<file path="src/design/ums_pkg.sv">
/*
 * ums_pkg: constants shared by the usart master spi transfer block.
 * assumes a single 100 MHz system clock and plain control/status ports.
 */
// Operation
// - mode select field 2'b11 enables master spi operation.
// - transfer clock is system clock over 2*(baud divisor+1), divisor 0-4095.
// - shift and sample on opposite clock edges; polarity and phase pick mode.
// - eight-bit frames; data order bit picks msb or lsb first for both.
// - transmitter enable required; serial out pin then carries transmit data.
// - receiver enable optional; serial in pin then used as receive data.
// - transfer clock pin drives shift clock whenever a transfer runs.
// - data register write starts full duplex transfer; nothing else does.
// - transmit buffer moves to shift register once shifter can start frame.
// - on receive overflow newest byte is dropped, oldest data kept.
// - receive complete, transmit complete, data empty flags act as usual.
// - framing error, overrun and parity flags always read zero.
// - disabling transmitter or receiver behaves as in normal usart.
// - polarity, phase and order bits behave like spi port controls.
// - transmitter double buffered; receiver holds one extra buffered byte.
// - no write collision status is provided.
// - master only; no slave select pin.
package ums_pkg;
    localparam int          UMS_DATA_W    = 8;
    localparam int          UMS_BAUD_W    = 12;
    localparam int          UMS_BITS      = 8;
    localparam int          UMS_RX_DEPTH  = 2;
    localparam logic [1:0]  UMS_MODE_MSPI = 2'h3;
    localparam logic [11:0] UMS_BAUD_RST  = 12'h000;
    localparam logic [7:0]  UMS_DATA_RST  = 8'h00;
    localparam logic [3:0]  UMS_BIT_LAST  = 4'h7;
    typedef enum logic [1:0] {UMS_IDLE, UMS_LEAD, UMS_TRAIL} ums_state_t;
endpackage

</file>
<file path="src/design/ums_baud_gen.sv">
/*
 * ums_baud_gen: half-period tick generator for the transfer clock.
 * assumes divisor is steady during a frame; restarts while run_i is low.
 */
module ums_baud_gen
    import ums_pkg::*;
#(
    parameter int BAUD_W = UMS_BAUD_W
) (
    input  wire logic              clk_sys_i, // system clock
    input  wire logic              arst_n_i,  // async reset, active low
    input  wire logic              run_i,     // frame in progress
    input  wire logic [BAUD_W-1:0] div_i,     // baud divisor
    output logic                   tick_o     // one half period elapsed
);
    logic [BAUD_W-1:0] cnt_r;

    // half period is div+1 system clocks, full period 2*(div+1)
    always_ff @(posedge clk_sys_i or negedge arst_n_i) begin
        if (!arst_n_i) begin
            cnt_r <= '0;
        end else if (!run_i || cnt_r == div_i) begin
            cnt_r <= '0;
        end else begin
            cnt_r <= cnt_r + 1'b1;
        end
    end

    assign tick_o = run_i && (cnt_r == div_i);
endmodule

</file>
<file path="src/design/ums_rx_buf.sv">
/*
 * ums_rx_buf: small receive buffer with registered read data.
 * assumes one push per completed frame; a push when full is dropped unless a pop comes in the same cycle.
 */
module ums_rx_buf
    import ums_pkg::*;
#(
    parameter int W     = UMS_DATA_W,
    parameter int DEPTH = UMS_RX_DEPTH
) (
    input  wire logic         clk_sys_i, // system clock
    input  wire logic         arst_n_i,  // async reset, active low
    input  wire logic         flush_i,   // receiver disabled
    input  wire logic         push_i,    // received byte valid
    input  wire logic [W-1:0] push_d_i,  // received byte
    input  wire logic         pop_i,     // software read of data register
    output logic [W-1:0]      rd_d_o,    // oldest byte, registered
    output logic              avail_o,   // unread data present
    output logic              full_o     // no room left
);
    localparam int AW = $clog2(DEPTH);
    logic [W-1:0]  mem_r [DEPTH];
    logic [AW-1:0] wp_r;
    logic [AW-1:0] rp_r;
    logic [AW:0]   cnt_r;
    logic          do_push;
    logic          do_pop;

    assign avail_o = (cnt_r != '0);
    assign full_o  = (cnt_r == (AW+1)'(DEPTH));
    assign do_pop  = pop_i && avail_o;
    // newest byte is lost on overflow, buffer kept intact
    assign do_push = push_i && (!full_o || do_pop);

    // storage
    always_ff @(posedge clk_sys_i) begin
        if (do_push) begin
            mem_r[wp_r] <= push_d_i;
        end
    end

    // pointers and fill count
    always_ff @(posedge clk_sys_i or negedge arst_n_i) begin
        if (!arst_n_i) begin
            wp_r  <= '0;
            rp_r  <= '0;
            cnt_r <= '0;
        end else if (flush_i) begin
            wp_r  <= '0;
            rp_r  <= '0;
            cnt_r <= '0;
        end else begin
            if (do_push) begin
                wp_r <= (wp_r == AW'(DEPTH-1)) ? '0 : wp_r + 1'b1;
            end
            if (do_pop) begin
                rp_r <= (rp_r == AW'(DEPTH-1)) ? '0 : rp_r + 1'b1;
            end
            cnt_r <= cnt_r + (AW+1)'(do_push) - (AW+1)'(do_pop);
        end
    end

    // registered view of the oldest entry
    always_ff @(posedge clk_sys_i or negedge arst_n_i) begin
        if (!arst_n_i) begin
            rd_d_o <= '0;
        end else begin
            rd_d_o <= mem_r[rp_r];
        end
    end
endmodule

</file>
<file path="src/design/ums_mspi.sv">
/*
 * ums_mspi: usart master spi transfer engine with double buffered
 * transmitter, two-deep receiver, baud generator and pin overrides.
 * assumes control inputs are synchronous to clk_sys_i, data writes and
 * reads are one-cycle strobes, and slave select comes from other logic.
 */
module ums_mspi
    import ums_pkg::*;
#(
    parameter int BAUD_W   = UMS_BAUD_W,
    parameter int RX_DEPTH = UMS_RX_DEPTH
) (
    input  wire logic              clk_sys_i,    // system clock
    input  wire logic              arst_n_i,     // async reset, active low
    input  wire logic [1:0]        mode_sel_i,   // usart mode select field
    input  wire logic              tx_en_i,      // transmitter enable bit
    input  wire logic              rx_en_i,      // receiver enable bit
    input  wire logic              cpol_i,       // clock polarity bit
    input  wire logic              cpha_i,       // clock phase bit
    input  wire logic              lsb_first_i,  // data order bit
    input  wire logic [BAUD_W-1:0] baud_div_i,   // baud divisor
    input  wire logic              data_wr_i,    // data register write strobe
    input  wire logic [7:0]        data_wdata_i, // data to transmit
    input  wire logic              data_rd_i,    // data register read strobe
    input  wire logic              txc_clr_i,    // clear transmit complete
    output logic [7:0]             data_rdata_o, // oldest received byte
    output logic                   rxc_o,        // receive complete flag
    output logic                   txc_o,        // transmit complete flag
    output logic                   udre_o,       // data register empty flag
    output logic                   fe_o,         // framing error flag
    output logic                   dor_o,        // data overrun flag
    output logic                   pe_o,         // parity error flag
    output logic                   busy_o,       // frame shifting
    output logic                   sck_o,        // transfer clock pin out
    output logic                   sck_oe_o,     // transfer clock pin enable
    output logic                   mosi_o,       // serial out pin value
    output logic                   mosi_oe_o,    // serial out pin override
    input  wire logic              miso_i,       // serial in pin
    output logic                   miso_ovr_o    // serial in pin override
);
    ums_state_t  st_r;
    logic        mspi_on;
    logic        tx_on;
    logic        tick;
    logic [7:0]  txb_r;
    logic        txb_full_r;
    logic [7:0]  sh_r;
    logic [3:0]  bit_r;
    logic        samp_r;
    logic        sck_r;
    logic        rx_push;
    logic [7:0]  rx_byte;
    logic        last_bit;
    logic        load;
    logic        rx_full;

    // bit order picker, used for shifting out and capturing in
    function automatic logic out_bit(input logic [7:0] d, input logic lsb);
        out_bit = lsb ? d[0] : d[7];
    endfunction

    function automatic logic [7:0] shift_in(input logic [7:0] d,
                                            input logic       lsb,
                                            input logic       b);
        shift_in = lsb ? {b, d[7:1]} : {d[6:0], b};
    endfunction

    // master spi operation only when both mode bits set
    assign mspi_on = (mode_sel_i == UMS_MODE_MSPI);
    // transmitter enable is required for any transfer
    assign tx_on   = mspi_on && tx_en_i;
    assign last_bit = (bit_r == UMS_BIT_LAST);
    // buffered byte enters shifter once idle
    assign load    = tx_on && (st_r == UMS_IDLE) && txb_full_r;

    ums_baud_gen #(
        .BAUD_W (BAUD_W)
    ) u_baud (
        .clk_sys_i (clk_sys_i),
        .arst_n_i  (arst_n_i),
        .run_i     (st_r != UMS_IDLE),
        .div_i     (baud_div_i),
        .tick_o    (tick)
    );

    // transmit buffer, second stage of the double buffer
    always_ff @(posedge clk_sys_i or negedge arst_n_i) begin
        if (!arst_n_i) begin
            txb_r      <= UMS_DATA_RST;
            txb_full_r <= 1'b0;
        end else if (!tx_on) begin
            txb_full_r <= 1'b0; // disabling drops queued data
        end else if (data_wr_i && (!txb_full_r || load)) begin
            txb_r      <= data_wdata_i; // write starts a transfer
            txb_full_r <= 1'b1;
        end else if (load) begin
            txb_full_r <= 1'b0;
        end
    end
    // a write into a full buffer is ignored unless the buffer loads that cycle, no collision flag

    // frame sequencer: leading edge then trailing edge per bit
    always_ff @(posedge clk_sys_i or negedge arst_n_i) begin
        if (!arst_n_i) begin
            st_r  <= UMS_IDLE;
            bit_r <= '0;
        end else if (!tx_on) begin
            st_r  <= UMS_IDLE; // transmitter off aborts frame
            bit_r <= '0;
        end else begin
            unique case (st_r)
                UMS_IDLE: begin
                    if (load) begin
                        st_r  <= UMS_LEAD;
                        bit_r <= '0;
                    end
                end
                UMS_LEAD: begin
                    if (tick) begin
                        st_r <= UMS_TRAIL;
                    end
                end
                UMS_TRAIL: begin
                    if (tick) begin
                        if (last_bit && !txb_full_r) begin
                            st_r <= UMS_IDLE;
                        end else if (last_bit) begin
                            st_r <= UMS_IDLE; // next frame loads at once
                        end else begin
                            st_r  <= UMS_LEAD;
                            bit_r <= bit_r + 4'h1;
                        end
                    end
                end
            endcase
        end
    end

    // transfer clock level: toggles on each half period tick
    always_ff @(posedge clk_sys_i or negedge arst_n_i) begin
        if (!arst_n_i) begin
            sck_r <= 1'b0;
        end else if (st_r == UMS_IDLE) begin
            sck_r <= 1'b0;
        end else if (tick) begin
            sck_r <= ~sck_r;
        end
    end
    assign sck_o    = sck_r ^ cpol_i; // idle level follows polarity
    assign sck_oe_o = mspi_on; // pin always driven as master

    // shift register: sample and setup on opposite edges
    always_ff @(posedge clk_sys_i or negedge arst_n_i) begin
        if (!arst_n_i) begin
            sh_r   <= UMS_DATA_RST;
            samp_r <= 1'b0;
        end else if (load) begin
            sh_r <= txb_r;
        end else if (tick) begin
            // sample edge: leading if phase 0, trailing if phase 1
            if ((st_r == UMS_LEAD) != cpha_i) begin
                samp_r <= miso_i;
            end
            // setup edge shifts the captured bit in
            if ((st_r == UMS_LEAD) == cpha_i && !(cpha_i && bit_r == '0)) begin
                sh_r <= shift_in(sh_r, lsb_first_i, samp_r);
            end
        end
    end

    // byte complete: take final sample into the received byte
    assign rx_push = tick && (st_r == UMS_TRAIL) && last_bit
                     && mspi_on && rx_en_i;
    assign rx_byte = cpha_i ? shift_in(sh_r, lsb_first_i, miso_i)
                            : shift_in(sh_r, lsb_first_i, samp_r);

    // receiver: optional, discards newest on overflow
    ums_rx_buf #(
        .W     (UMS_DATA_W),
        .DEPTH (RX_DEPTH)
    ) u_rxb (
        .clk_sys_i (clk_sys_i),
        .arst_n_i  (arst_n_i),
        .flush_i   (!(mspi_on && rx_en_i)),
        .push_i    (rx_push),
        .push_d_i  (rx_byte),
        .pop_i     (data_rd_i),
        .rd_d_o    (data_rdata_o),
        .avail_o   (rxc_o),
        .full_o    (rx_full)
    );

    // transmit complete: set at frame end with nothing queued
    always_ff @(posedge clk_sys_i or negedge arst_n_i) begin
        if (!arst_n_i) begin
            txc_o <= 1'b0;
        end else if (tick && st_r == UMS_TRAIL && last_bit && !txb_full_r) begin
            txc_o <= 1'b1; // set wins over clear
        end else if (txc_clr_i) begin
            txc_o <= 1'b0;
        end
    end

    // serial out data; first bit at load, later bits on the setup edge so
    // the line never moves on a sample edge, even at divisor zero
    always_ff @(posedge clk_sys_i or negedge arst_n_i) begin
        if (!arst_n_i) begin
            mosi_o <= 1'b1;
        end else if (!tx_on) begin
            mosi_o <= 1'b1;
        end else if (load) begin
            mosi_o <= out_bit(txb_r, lsb_first_i);
        end else if (st_r == UMS_IDLE) begin
            mosi_o <= 1'b1;
        end else if (tick && (st_r == UMS_LEAD) == cpha_i
                     && !(cpha_i && bit_r == '0)) begin
            mosi_o <= out_bit(shift_in(sh_r, lsb_first_i, samp_r),
                              lsb_first_i);
        end
    end

    assign udre_o     = tx_on && !txb_full_r;
    assign mosi_oe_o  = tx_on;
    assign miso_ovr_o = mspi_on && rx_en_i;
    assign busy_o     = (st_r != UMS_IDLE);
    // error flags unused in this mode
    assign fe_o  = 1'b0;
    assign dor_o = 1'b0;
    assign pe_o  = 1'b0;
endmodule

</file>
<file path="config.mk">
export PLATFORM = sky130hd
export DESIGN_NAME = ums_mspi
export DESIGN_NICKNAME = d
export VERILOG_FILES = /design/src/design/ums_pkg.sv /design/src/design/ums_baud_gen.sv /design/src/design/ums_rx_buf.sv /design/src/design/ums_mspi.sv
export SDC_FILE = /design/constraint.sdc
export NUM_CORES = 1
export LEC_CHECK = 0
export ABC_AREA = 1
export BUFFER_PORTS_ARGS = -buffer_cell sky130_fd_sc_hd__buf_2
export CORE_ASPECT_RATIO = 0.8
export CORE_MARGIN = 8
export CORE_UTILIZATION = 51
export DETAILED_ROUTE_END_ITERATION = 6
export PLACE_DENSITY = 0.82
export SLEW_MARGIN = 20
export SYNTH_ARGS = -nofsm -noshare
export SYNTH_HDL_FRONTEND = slang
export SYNTH_SLANG_ARGS = --single-unit
export TNS_END_PERCENT = 30
</file>
<file path="constraint.sdc">
create_clock -name clk_sys_i -period 1.9 [get_ports clk_sys_i]
set_input_delay 0.19 -clock clk_sys_i [delete_from_list [all_inputs] [get_ports clk_sys_i]]
set_output_delay 0.19 -clock clk_sys_i [all_outputs]
set_load 0.005 [all_outputs]
</file>
; ---- After elaboration in Yosys (flattened, before gate mapping)
; Memories as Yosys holds them, arrays and structs flattened. A register that Yosys moved wholly into a read port is not among the register bits.
; Index checks and enable logic that the tools add are counted.
[word_totals]
regBits = 43
mem_bits_rw = 16
out_inout_bits = 20
memories = 1
[op_classes]
addsub = 6
eq_ne = 18
muxes = 42
n_bitwise = 3
n_reduce_logical = 40
[mem_list]
columns = memory, words, word_bits, rd, rd_clocked_by_memory_dff, write_ports, line_no
row1 = u_rxb.mem_r, 2, 8, 1, 1, 1, ums_rx_buf.sv:22  ; logic [W-1:0] mem_r [DEPTH];
[ops]
columns = operator, count
row1 = 8-bit 2-to-1 mux, 6
row2 = 1-bit 2-to-1 mux, 23
row3 = 4-bit 2-to-1 mux, 5
row4 = 1-bit logical AND, 19
row5 = "3-bit != test, second input constant", 5
row6 = "12-bit by 1-bit adder with 12-bit output, second input constant", 1
row7 = 12-bit equality test, 1
row8 = 12-bit 2-to-1 mux, 1
row9 = 2-bit nonzero test, 6
row10 = 2-bit 2-to-1 mux, 5
row11 = 4-bit one-hot mux with 2 select lines, 1
row12 = "2-bit equality test, second input constant", 3
row13 = "3-bit by 1-bit != test with 1-bit output, second input constant", 2
row14 = 2-bit one-hot mux with 3 select lines, 1
row15 = 3-bit AND reduction, 2
row16 = 1-bit logical NOT, 5
row17 = 5-bit AND reduction, 1
row18 = "4-bit by 1-bit adder with 4-bit output, second input constant", 1
row19 = "4-bit by 3-bit equality test with 1-bit output, second input constant", 1
row20 = 4-bit logical NOT, 1
row21 = "2-bit by 1-bit != test with 1-bit output, second input constant", 2
row22 = "4-bit by 1-bit != test with 1-bit output, second input constant", 1
row23 = 2-bit AND reduction, 2
row24 = 1-bit logical OR, 3
row25 = 9 further kinds, 11

; ---- Logic depth before layout (Yosys ltp)
; Gate-level depths: netlist of run 1.
[depth]
ltp_word = 10
mapped_depth = 12
ltp_nobuf = 12

; ---- Cells and area by module
; A second synthesis of run 1 with hierarchy kept.
[hier_totals]
cells_unflattened = 437
hier_area_um2 = 3527.1
[by_module_without_submodules]
columns = module, instances, cells_each, area_each_um2, seq_area_each_um2
row1 = ums_mspi, 1, 236, 1679.1, 676.9
row2 = ums_rx_buf, 1, 86, 1056.0, 780.7
row3 = ums_baud_gen, 1, 115, 792.0, 300.3

; ---- Least setup slack after synthesis of run 1
; Ideal clock, no wire load.
[synth_timing]
path_type = register to register
from = register u_baud.cnt_r[7]
to = memory u_rxb.mem_r[1][0] (netlist bit), enable pin
setup_ps = 371
t_arrival_ps = 1490
setup_slack_ps = 39
stages_incl_launch_ff = 8
period_less_slack_ps = 1861
path_cell_list = dfrtp_1 > xnor2_1 > nand2_1 > nor2_2 > inv_1 > nor2_4 > nand3_2 > nor2_1
[synth_via]
elab_chain_cells = 9
[synth_rtl]
columns = item, line_no
row1 = from (decl), ums_baud_gen.sv:16  ; logic [BAUD_W-1:0] cnt_r;
row2 = from (signal assigned), ums_baud_gen.sv:25  ; cnt_r <= cnt_r + 1'b1;
row3 = 12-bit equality test, ums_baud_gen.sv:29  ; assign tick_o = run_i && (cnt_r == div_i);
row4 = 1-bit logical AND, ums_baud_gen.sv:29
row5 = 1-bit logical AND (2 in a row), ums_mspi.sv:172  ; assign rx_push = tick && (st_r == UMS_TRAIL) && last_bit
row6 = 1-bit logical AND (2 in a row), ums_mspi.sv:173  ; && mspi_on && rx_en_i;
row7 = 1-bit logical AND, ums_rx_buf.sv:33  ; assign do_push = push_i && (!full_o || do_pop);
row8 = 1-bit 2-to-1 mux, ums_rx_buf.sv:37  ; if (do_push) begin
row9 = 1-bit 2-to-1 mux (not written as such), ums_rx_buf.sv:38  ; mem_r[wp_r] <= push_d_i;
row10 = to (decl), ums_rx_buf.sv:22
; Every way passes these cells.

; ---- Worst setup path in the final report of run 1
[layout_timing]
from = register u_baud.cnt_r[1]
to = memory u_rxb.mem_r[1][3] (netlist bit), enable pin
; Same word-level chain as after synthesis.

==> key figures, run 1 <==
Outcome
  • Status: completed

Worst hold path
  • Hold path startpoint: txc_clr_i
  • Worst Hold Class: input port to flop
  • WHS Path Cells: 2
  • Worst Hold Path EP: txc_o

Place
  • Placed Instance Area: 3880 sq um
  • IO Port Bufs: 49
  • Detailed placer's ending HPWL: 5840 um
  • Dpl ws: 83.6 ps
  • RD Place Congestion: 0.892

Detailed routing
  • Drt pass-1 iters: 4
  • Initial DRC count: 202
  • ANT nets after route: 0
  • Routed len/inst: 13.4 um
  • Drt drc: 0
  • WL final: 7800 um
  • Vias post-DR: 2911
  • Vias per cell: 5.02

Cells and area
  • Area growth, synth to finish: 17.4%
  • Diodes inserted: 0
  • Final Cell Area: 4130 sq um
  • Final core occ: 60.8%
  • Fillers: 567
  • Share of cells above drive strength 1: 23.1%
  • Final net count: 526

Clocking
  • H-tree levels: 3
  • Clock tree sinks: 67
  • Root Buffer: clkbuf_8
  • TritonCTS clock tree: done
  • Clk_lat worst skew: 360 ps
  • Clock tree buffer depth: 2
  • Clk pin slew, worst setup/hold paths: 90 ps
  • Cts bufs inserted: 9

Synth
  • Synth Flop Type: dfrtp_1
  • Mapped Area: 3510 sq um
  • Post-synth cell types: 41
  • Post-Syn Instances: 426
  • Asr flop ratio synth: 76.1%
  • Register area share after synthesis: 50.0%
  • Syn avg cell area: 8.25 sq um
  • Number of synthesized flops with an enable pin: 16
  • Number of synthesized register bits: 67
  • YS warnings: 0

GRT
  • Routing usage on met2: 26.2%
  • Vias in the first global route: 2847
  • Global-route met1 utilization: 20.3%
  • GR Util All Layers: 16.5%
  • First-pass GRT wire length: 12900 um
  • Layer with the highest usage: met2
  • Largest net degree at the start of global routing: 29
  • Initial antenna violation count: 0
  • Grt total ovfl: 0
  • GR Util met3: 4.92%

Floorplanning
  • Top-level port count: 53
  • Core area: 6790 sq um
  • Die height: 90.2 um
  • Die width: 109 um
  • Starting density of the core: 51.7%
  • Row count: 27
  • Die area: 9820 sq um

Power and ir drop
  • PD cells: 728 nW/um^2
  • Peak supply drop: 0.382 mV
  • P_leak: 2.10 nW

STA
  • Final Hold Fails: 0
  • Final setup viols: 0
  • Fmax: 0.572 GHz
  • Clk_skew: 11.2 ps
  • Min cycle time layout: 1750 ps
  • Final Max Slew Viols: 0
  • Setup ws final: 150 ps
  • RSZ-0062 raised after global routing: yes
  • Final period util: 92.1%

Critical path
  • CP Cell Sequence: inv_1 > nand2_1 > nand2_1 > nand2_1 > nor2_1 > nand2_1 > nor2_4 > nand3_2 > nor2_1 > buf_4
  • Reg2Reg Depth: 10
  • Worst Setup Start Kind: flop
  • Crit-path slowest cell: dfrtp_1
  • Reg2reg setup slack: 150 ps
  • Most used cell, CP: nand2_1
  • WP data required: 1970 ps
  • Worst-path fanout max: 8
  • Arr. time, crit path: 1820 ps
  • CP max stage delay: 410 ps
  • Setup Crit Path Kind: flop to flop
  • Origin of the critical flop-to-flop path: u_baud.cnt_r[1]
  • Setup crit end kind: flop
  • Worst r2r dst: u_rxb.mem_r[1][3]

Run
  • Max-cap violation count: 0
cells by family (layout without fill, tap and decap cells):
kind of cell,after synthesis,count (layout),share of synthesized area (%)
AND/OR/NAND/NOR,242,242,30.3
multiplexers,7,7,2.24
adder cells (fa/ha/maj),5,5,1.78
other,1,3,0.107
AO/OA/AOI/OAI,28,28,4.52
flip-flops,67,67,50.0
buffers and inverters,63,128,7.73
XOR/XNOR,13,13,3.24
worst max path at each step:
stage	start	end	slack [ps]	cells after the start
finish	u_baud.cnt_r[1]	u_rxb.mem_r[1][3]	150	10
global route	u_baud.cnt_r[9]	u_rxb.cnt_r[1]	-30	12
CTS	u_baud.cnt_r[5]	u_rxb.mem_r[0][3]	40	11
detailed placement	u_baud.cnt_r[5]	u_rxb.mem_r[0][2]	80	11
global placement	u_baud.cnt_r[10]	u_rxb.mem_r[0][3]	140	9
floorplan	u_baud.cnt_r[7]	u_rxb.mem_r[1][0]	40	7
synth_stat cells (5+ instances only):
| cell | n | area share, % |
|---|---|---|
| nand4_1 | 6 | 1.1 |
| o21ai_0 | 10 | 1.4 |
| nor2_1 | 40 | 4.3 |
| mux2_2 | 7 | 2.2 |
| nand2_1 | 150 | 16 |
| a31oi_1 | 6 | 1.1 |
| dfrtp_1 | 50 | 36 |
| inv_1 | 47 | 5.0 |
| ha_1 | 5 | 1.8 |
| edfxtp_1 | 16 | 14 |
| nand3_1 | 20 | 2.8 |
| xnor2_1 | 5 | 1.2 |
| xor2_1 | 8 | 2.0 |
worst max-delay path: cells and delay by family, from the launching register on:
kind / cells / cell delay (ps)
DFF: 1 / 410
buffers and inverters: 2 / 240
and+or+nand+nor: 8 / 800
state kept, by name (all words and copies together), names as in the netlist, 2 cells and up:
name and count:
bit_r 4, st_r 2, u_rxb.cnt_r 2, u_rxb.rd_d_o 8, sh_r 8, txb_r 8
u_baud.cnt_r 12, u_rxb.mem_r 16
metrics by stage:
stage | instances | power (mW) | TNS, ps | hold slack [ps]
final | 580 | 3.00 | 0 | 10.4
after global routing | 580 | 3.11 | -53.2 | 20.8
after CTS | 579 | 3.02 | 0 | 5.36
after detailed placement | 562 | 1.78 | 0 | 82.7
after global placement | 562 | 1.77 | 0 | 88.1
after floorplan | 428 | 1.68 | 0 | -106
layout make-up:
class	count	area, sq um	area share (%)
Clock buffer	9	124	3.00
Tap cell	87	109	2.64
Timing Repair Buffer	59	335	8.13
Multi-Input combinational cell	298	1510	36.6
Inverter	53	204	4.94
Sequential cell	67	1760	42.6
Clock inverter	7	83.8	2.03
metal layers:
metal,vias up,part of all wire [%],wire (um)
met1,1328,44,3470
met2,91,47,3660
li1,1469,-,-
met5,-,0,0
met4,0,2.4,187
met3,23,6.2,485
placed cells by master, fill, tap and decap left out, types with 2 or more instances in the layout:
| cell | n |
|---|---|
| a21oi_1 | 4 |
| a31oi_1 | 6 |
| buf_2 | 49 |
| buf_4 | 8 |
| clkbuf_8 | 9 |
| conb_1 | 3 |
| dfrtp_1 | 50 |
| edfxtp_1 | 16 |
| ha_1 | 5 |
| inv_1 | 44 |
| inv_2 | 6 |
| inv_4 | 2 |
| inv_6 | 3 |
| mux2_2 | 7 |
| nand2_1 | 148 |
| nand2_2 | 6 |
| nand3_1 | 20 |
| nand3_2 | 4 |
| nand4_1 | 6 |
| nor2_1 | 40 |
| nor2_2 | 3 |
| nor2_4 | 3 |
| nor3_1 | 2 |
| nor3b_1 | 2 |
| nor4_1 | 2 |
| o21ai_0 | 10 |
| o21ai_1 | 3 |
| o22ai_1 | 2 |
| xnor2_1 | 3 |
| xnor2_2 | 2 |
| xor2_1 | 8 |
timing repair:
action	in CTS	in global routing
resized for setup	0	8
hold endpoints to repair	33	0
endpoints found under the setup margin	0	20
hold buffers	1	0
buffers inserted	0	1
power breakdown:
group / leakage, nW / internal, mW / total, mW / switching [mW]
registers: 0.813 / 1.51 / 1.54 / 0.0257
logic: 1.18 / 0.0916 / 0.217 / 0.126
clock network: 0.103 / 0.630 / 1.25 / 0.622
No activity file was read; power rests on OpenSTA's default activity.
==> inputs of run 2 (changes only) <==
Settings changed: PLACE_DENSITY 0.82 to 0.81, SYNTH_HIERARCHICAL set to 1.
==> run 2 against run 1 <==
Synthesized area up 0.39%. Critical path type unchanged. Critical path depth up 4. The run now ends with setup timing left. Highest routed layer unchanged. Die area up 0.33%.
==> key figures, run 2 <==
Synth
  • Number of synthesized register bits: 67 (unchanged)
  • Largest cells by area after synthesis: dfrtp_1 35%, nand2_1 17%, edfxtp_1 14%, inv_1 5.4%, nor2_1 4.2%
  • Number of synthesized flops with an enable pin: 16 (unchanged)
  • Synth top area share: 35.5% (-0.14 points)
  • Count leader, synth: nand2_1
  • Most frequent cells after synthesis: 159 x nand2_1, 51 x inv_1, 50 x dfrtp_1, 39 x nor2_1, 25 x nand3_1
  • Asr flop ratio synth: 76.1% (unchanged)
  • Synth Flop Type: dfrtp_1
  • Post-Syn Instances: 437 (+2.6%)
  • Post-synth cell types: 33 (-20%)
  • Syn avg cell area: 8.07 sq um (-2.1%)
  • Leading area contributor after synthesis: dfrtp_1
  • YS warnings: 6 (+6)
  • Mapped Area: 3530 sq um (+0.39%)
  • Register area share after synthesis: 49.8% (-0.20 points)

Worst hold path
  • Hold path startpoint: txc_clr_i
  • Worst Hold Class: input port to flop

Critical path
  • Levels on crit path: 14 (+4)
  • Reg2reg setup slack: -160 ps (-310 ps)
  • Worst Setup Start Kind: flop
  • CP bufs+invs: 2 (unchanged)
  • Critical Path End: u_rxb/cnt_r[1]
  • Worst-path fanout max: 3 (-5)
  • Crit-path slowest cell: dfrtp_1
  • Delay-heaviest family, CP: simple AND/OR/NAND/NOR gates
  • Setup Crit Path Kind: flop to flop
  • Worst r2r dst: u_rxb/cnt_r[1]
  • Origin of the critical flop-to-flop path: u_baud/cnt_r[3]
  • Reg2Reg Depth: 14 (+4)
  • CP Cell Sequence: xnor2_1 > nand2_1 > nor2_2 > nand3_2 > nor2_4 > inv_2 > nor3_4 > inv_2 > nand3_2 > nand2_2 > ha_4 > xor2_1 > nand2_1 > a21oi_2
  • Arr. time, crit path: 2330 ps (+510 ps)
  • Crit path launch: u_baud/cnt_r[3]
  • CP max stage delay: 400 ps (about the same)
  • WP data required: 2170 ps (+200 ps)
  • Setup crit end kind: flop

Outcome
  • Status: finished, violations left
  • Failing checks: setup timing

GRT
  • Largest net degree at the start of global routing: 52 (+79%)
  • Grt total ovfl: 0 (unchanged)
  • GR Util All Layers: 16.9% (+0.35 points)
  • First-pass GRT wire length: 13300 um (+3.1%)
  • Vias in the first global route: 2960 (+4.0%)
  • Initial antenna violation count: 0 (unchanged)

Cells and area
  • Max FFs per register: 16 (unchanged)
  • Diodes inserted: 0 (unchanged)
  • Share of cells above drive strength 1: 26.9% (+3.8 points)
  • Largest registers: u_rxb/mem_r x16, u_baud/cnt_r x12
  • Fin cells: 611 (+5.3%)
  • Commonest non-fill, non-tap cell in the layout: nand2_1
  • Most frequent cells in the layout: 157 x nand2_1, 50 x dfrtp_1, 49 x buf_2
  • Largest reg by FF count: u_rxb/mem_r
  • Final Cell Area: 4320 sq um (+4.7%)
  • Fillers: 572 (+0.88%)
  • Final core occ: 63.6% (+2.9 points)
  • Final net count: 556 (+5.7%)
  • Area growth, synth to finish: 22.5%

Clocking
  • TritonCTS clock tree: done
  • Clk_lat worst skew: 340 ps (-20 ps)
  • Clock tree buffer depth: 2 (unchanged)
  • H-tree levels: 3 (unchanged)
  • Root Buffer: clkbuf_8
  • Cts bufs inserted: 9 (unchanged)
  • Clk pin slew, worst setup/hold paths: 80 ps (about the same)
  • Clock tree sinks: 67 (unchanged)

STA
  • Fin Hold WS: 34.8 ps (+24.4 ps)
  • Min cycle time layout: 2060 ps (+306 ps)
  • Slew @ Worst Pin: 516 ps
  • Post-Route Setup TNS: -1130 ps (-1130 ps)
  • Slew headroom: 65.3%
  • Setup ws final: -155 ps (-306 ps)
  • RSZ-0062 raised after global routing: yes
  • Final setup viols: 17 (+17)
  • Fmax: 0.487 GHz (-15%)
  • Clk_skew: 6.55 ps (-4.69 ps)
  • Final period util: 108% (+16 points)
  • Final Hold Fails: 0 (unchanged)
  • Final Max Slew Viols: 0 (unchanged)

Floorplanning
  • Die width: 109 um (+0.17%)
  • Core area: 6790 sq um (unchanged)
  • Die area: 9850 sq um (+0.33%)
  • Row count: 27 (unchanged)
  • Die height: 90.4 um (+0.16%)
  • Top-level port count: 53 (unchanged)
  • Starting density of the core: 51.9% (+0.20 points)

Power and ir drop
  • Total power: 2.77 mW (-7.9%)
  • P_leak: 2.16 nW (+3.1%)
  • Peak supply drop: 0.422 mV (+10%)
  • PD cells: 641 nW/um^2 (-12%)

Place
  • Placed Instance Area: 4040 sq um (+4.3%)
  • IO Port Bufs: 49 (unchanged)
  • Placed cells: 589 (+4.8%)
  • Detailed placer's ending HPWL: 5670 um (-2.8%)
  • RD Place Congestion: 0.836 (-6.3%)
  • Dpl ws: -226 ps (-309 ps)

Detailed routing
  • ANT nets after route: 0 (unchanged)
  • Vias per cell: 4.86 (-3.2%)
  • Routed len/inst: 12.8 um (-4.6%)
  • Vias post-DR: 2967 (+1.9%)
  • Drt drc: 0 (unchanged)
  • WL final: 7840 um (+0.50%)
  • Drt pass-1 iters: 4 (unchanged)
  • Initial DRC count: 196 (-3.0%)

Run
  • Max-cap violation count: 0 (unchanged)
## run 2: cell types whose count changed in the layout (fill, tap and decap cells not counted), sizes merged, moves of 4 or more
cell / delta
buf: +20
nand2: +15
nand3: +8
mux2: -7
o21ai: +7
a31oi: -5
nand4: -5
inv: +4
## run 2: logic make-up (layout without fill, tap and decap cells)
group	Yosys count	after routing	share of synthesized area (%)
DFF	67	67	49.8
AOI/OAI and AO/OA	28	28	4.36
adders and majority gates	4	4	1.42
buffers and inverters	69	154	8.62
xor gates and xnor gates	16	16	3.97
and+or+nand+nor	252	252	31.7
other	1	3	0.106
## run 2: layer usage
layer | track usage [%] | share of wire, % | vias up
li1 | - | - | 1513
met1 | 21.1 | 45 | 1355
met2 | 26.5 | 47 | 81
met3 | 4.71 | 5.0 | 18
met4 | 7.05 | 2.3 | 0
met5 | 0 | 0 | -
## run 2: cell type report
type / instances / area (sq um) / share of cell area (%)
well taps: 87 / 109 / 2.52
clock inverters: 6 / 40.0 / 0.927
inverters: 59 / 224 / 5.19
multi-input cells: 303 / 1560 / 36.1
clock buffers: 10 / 128 / 2.95
flip-flops and latches: 67 / 1760 / 40.7
repair buffers: 79 / 502 / 11.6
## run 2: timing repair
action / 4_1_cts / 5_1_grt
setup buffers: 3 / 4
hold endpoints to repair: 50 / 0
hold buffers: 1 / 0
setup endpoints to repair: 18 / 32
pin swaps: 9 / 10
resized for setup: 4 / 11
## run 2: worst min-delay path by stage
stage / to / slack [ps] / depth (start not counted)
2_1_floorplan: bit_r[0] / -110 / 0
3_3_place_gp: txc_o / 200 / 2
3_5_place_dp: txc_o / 210 / 2
4_1_cts: txc_o / 30 / 2
5_1_grt: txc_o / 50 / 2
6_report: txc_o / 30 / 2
## run 2: worst reg2reg max path, stage by stage, from the launching register on
cell and delay [ps]:
dfrtp_1 400, xnor2_1 150, nand2_1 80, nor2_2 130
nand3_2 120, nor2_4 110, inv_2 50, nor3_4 150
inv_2 60, nand3_2 100, nand2_2 80, ha_4 180
xor2_1 120, nand2_1 90, a21oi_2 160
## run 2: report_power, final
part           switching, mW  internal [mW]
logic                  0.127         0.0783
registers             0.0215           1.50
clock network          0.564          0.474
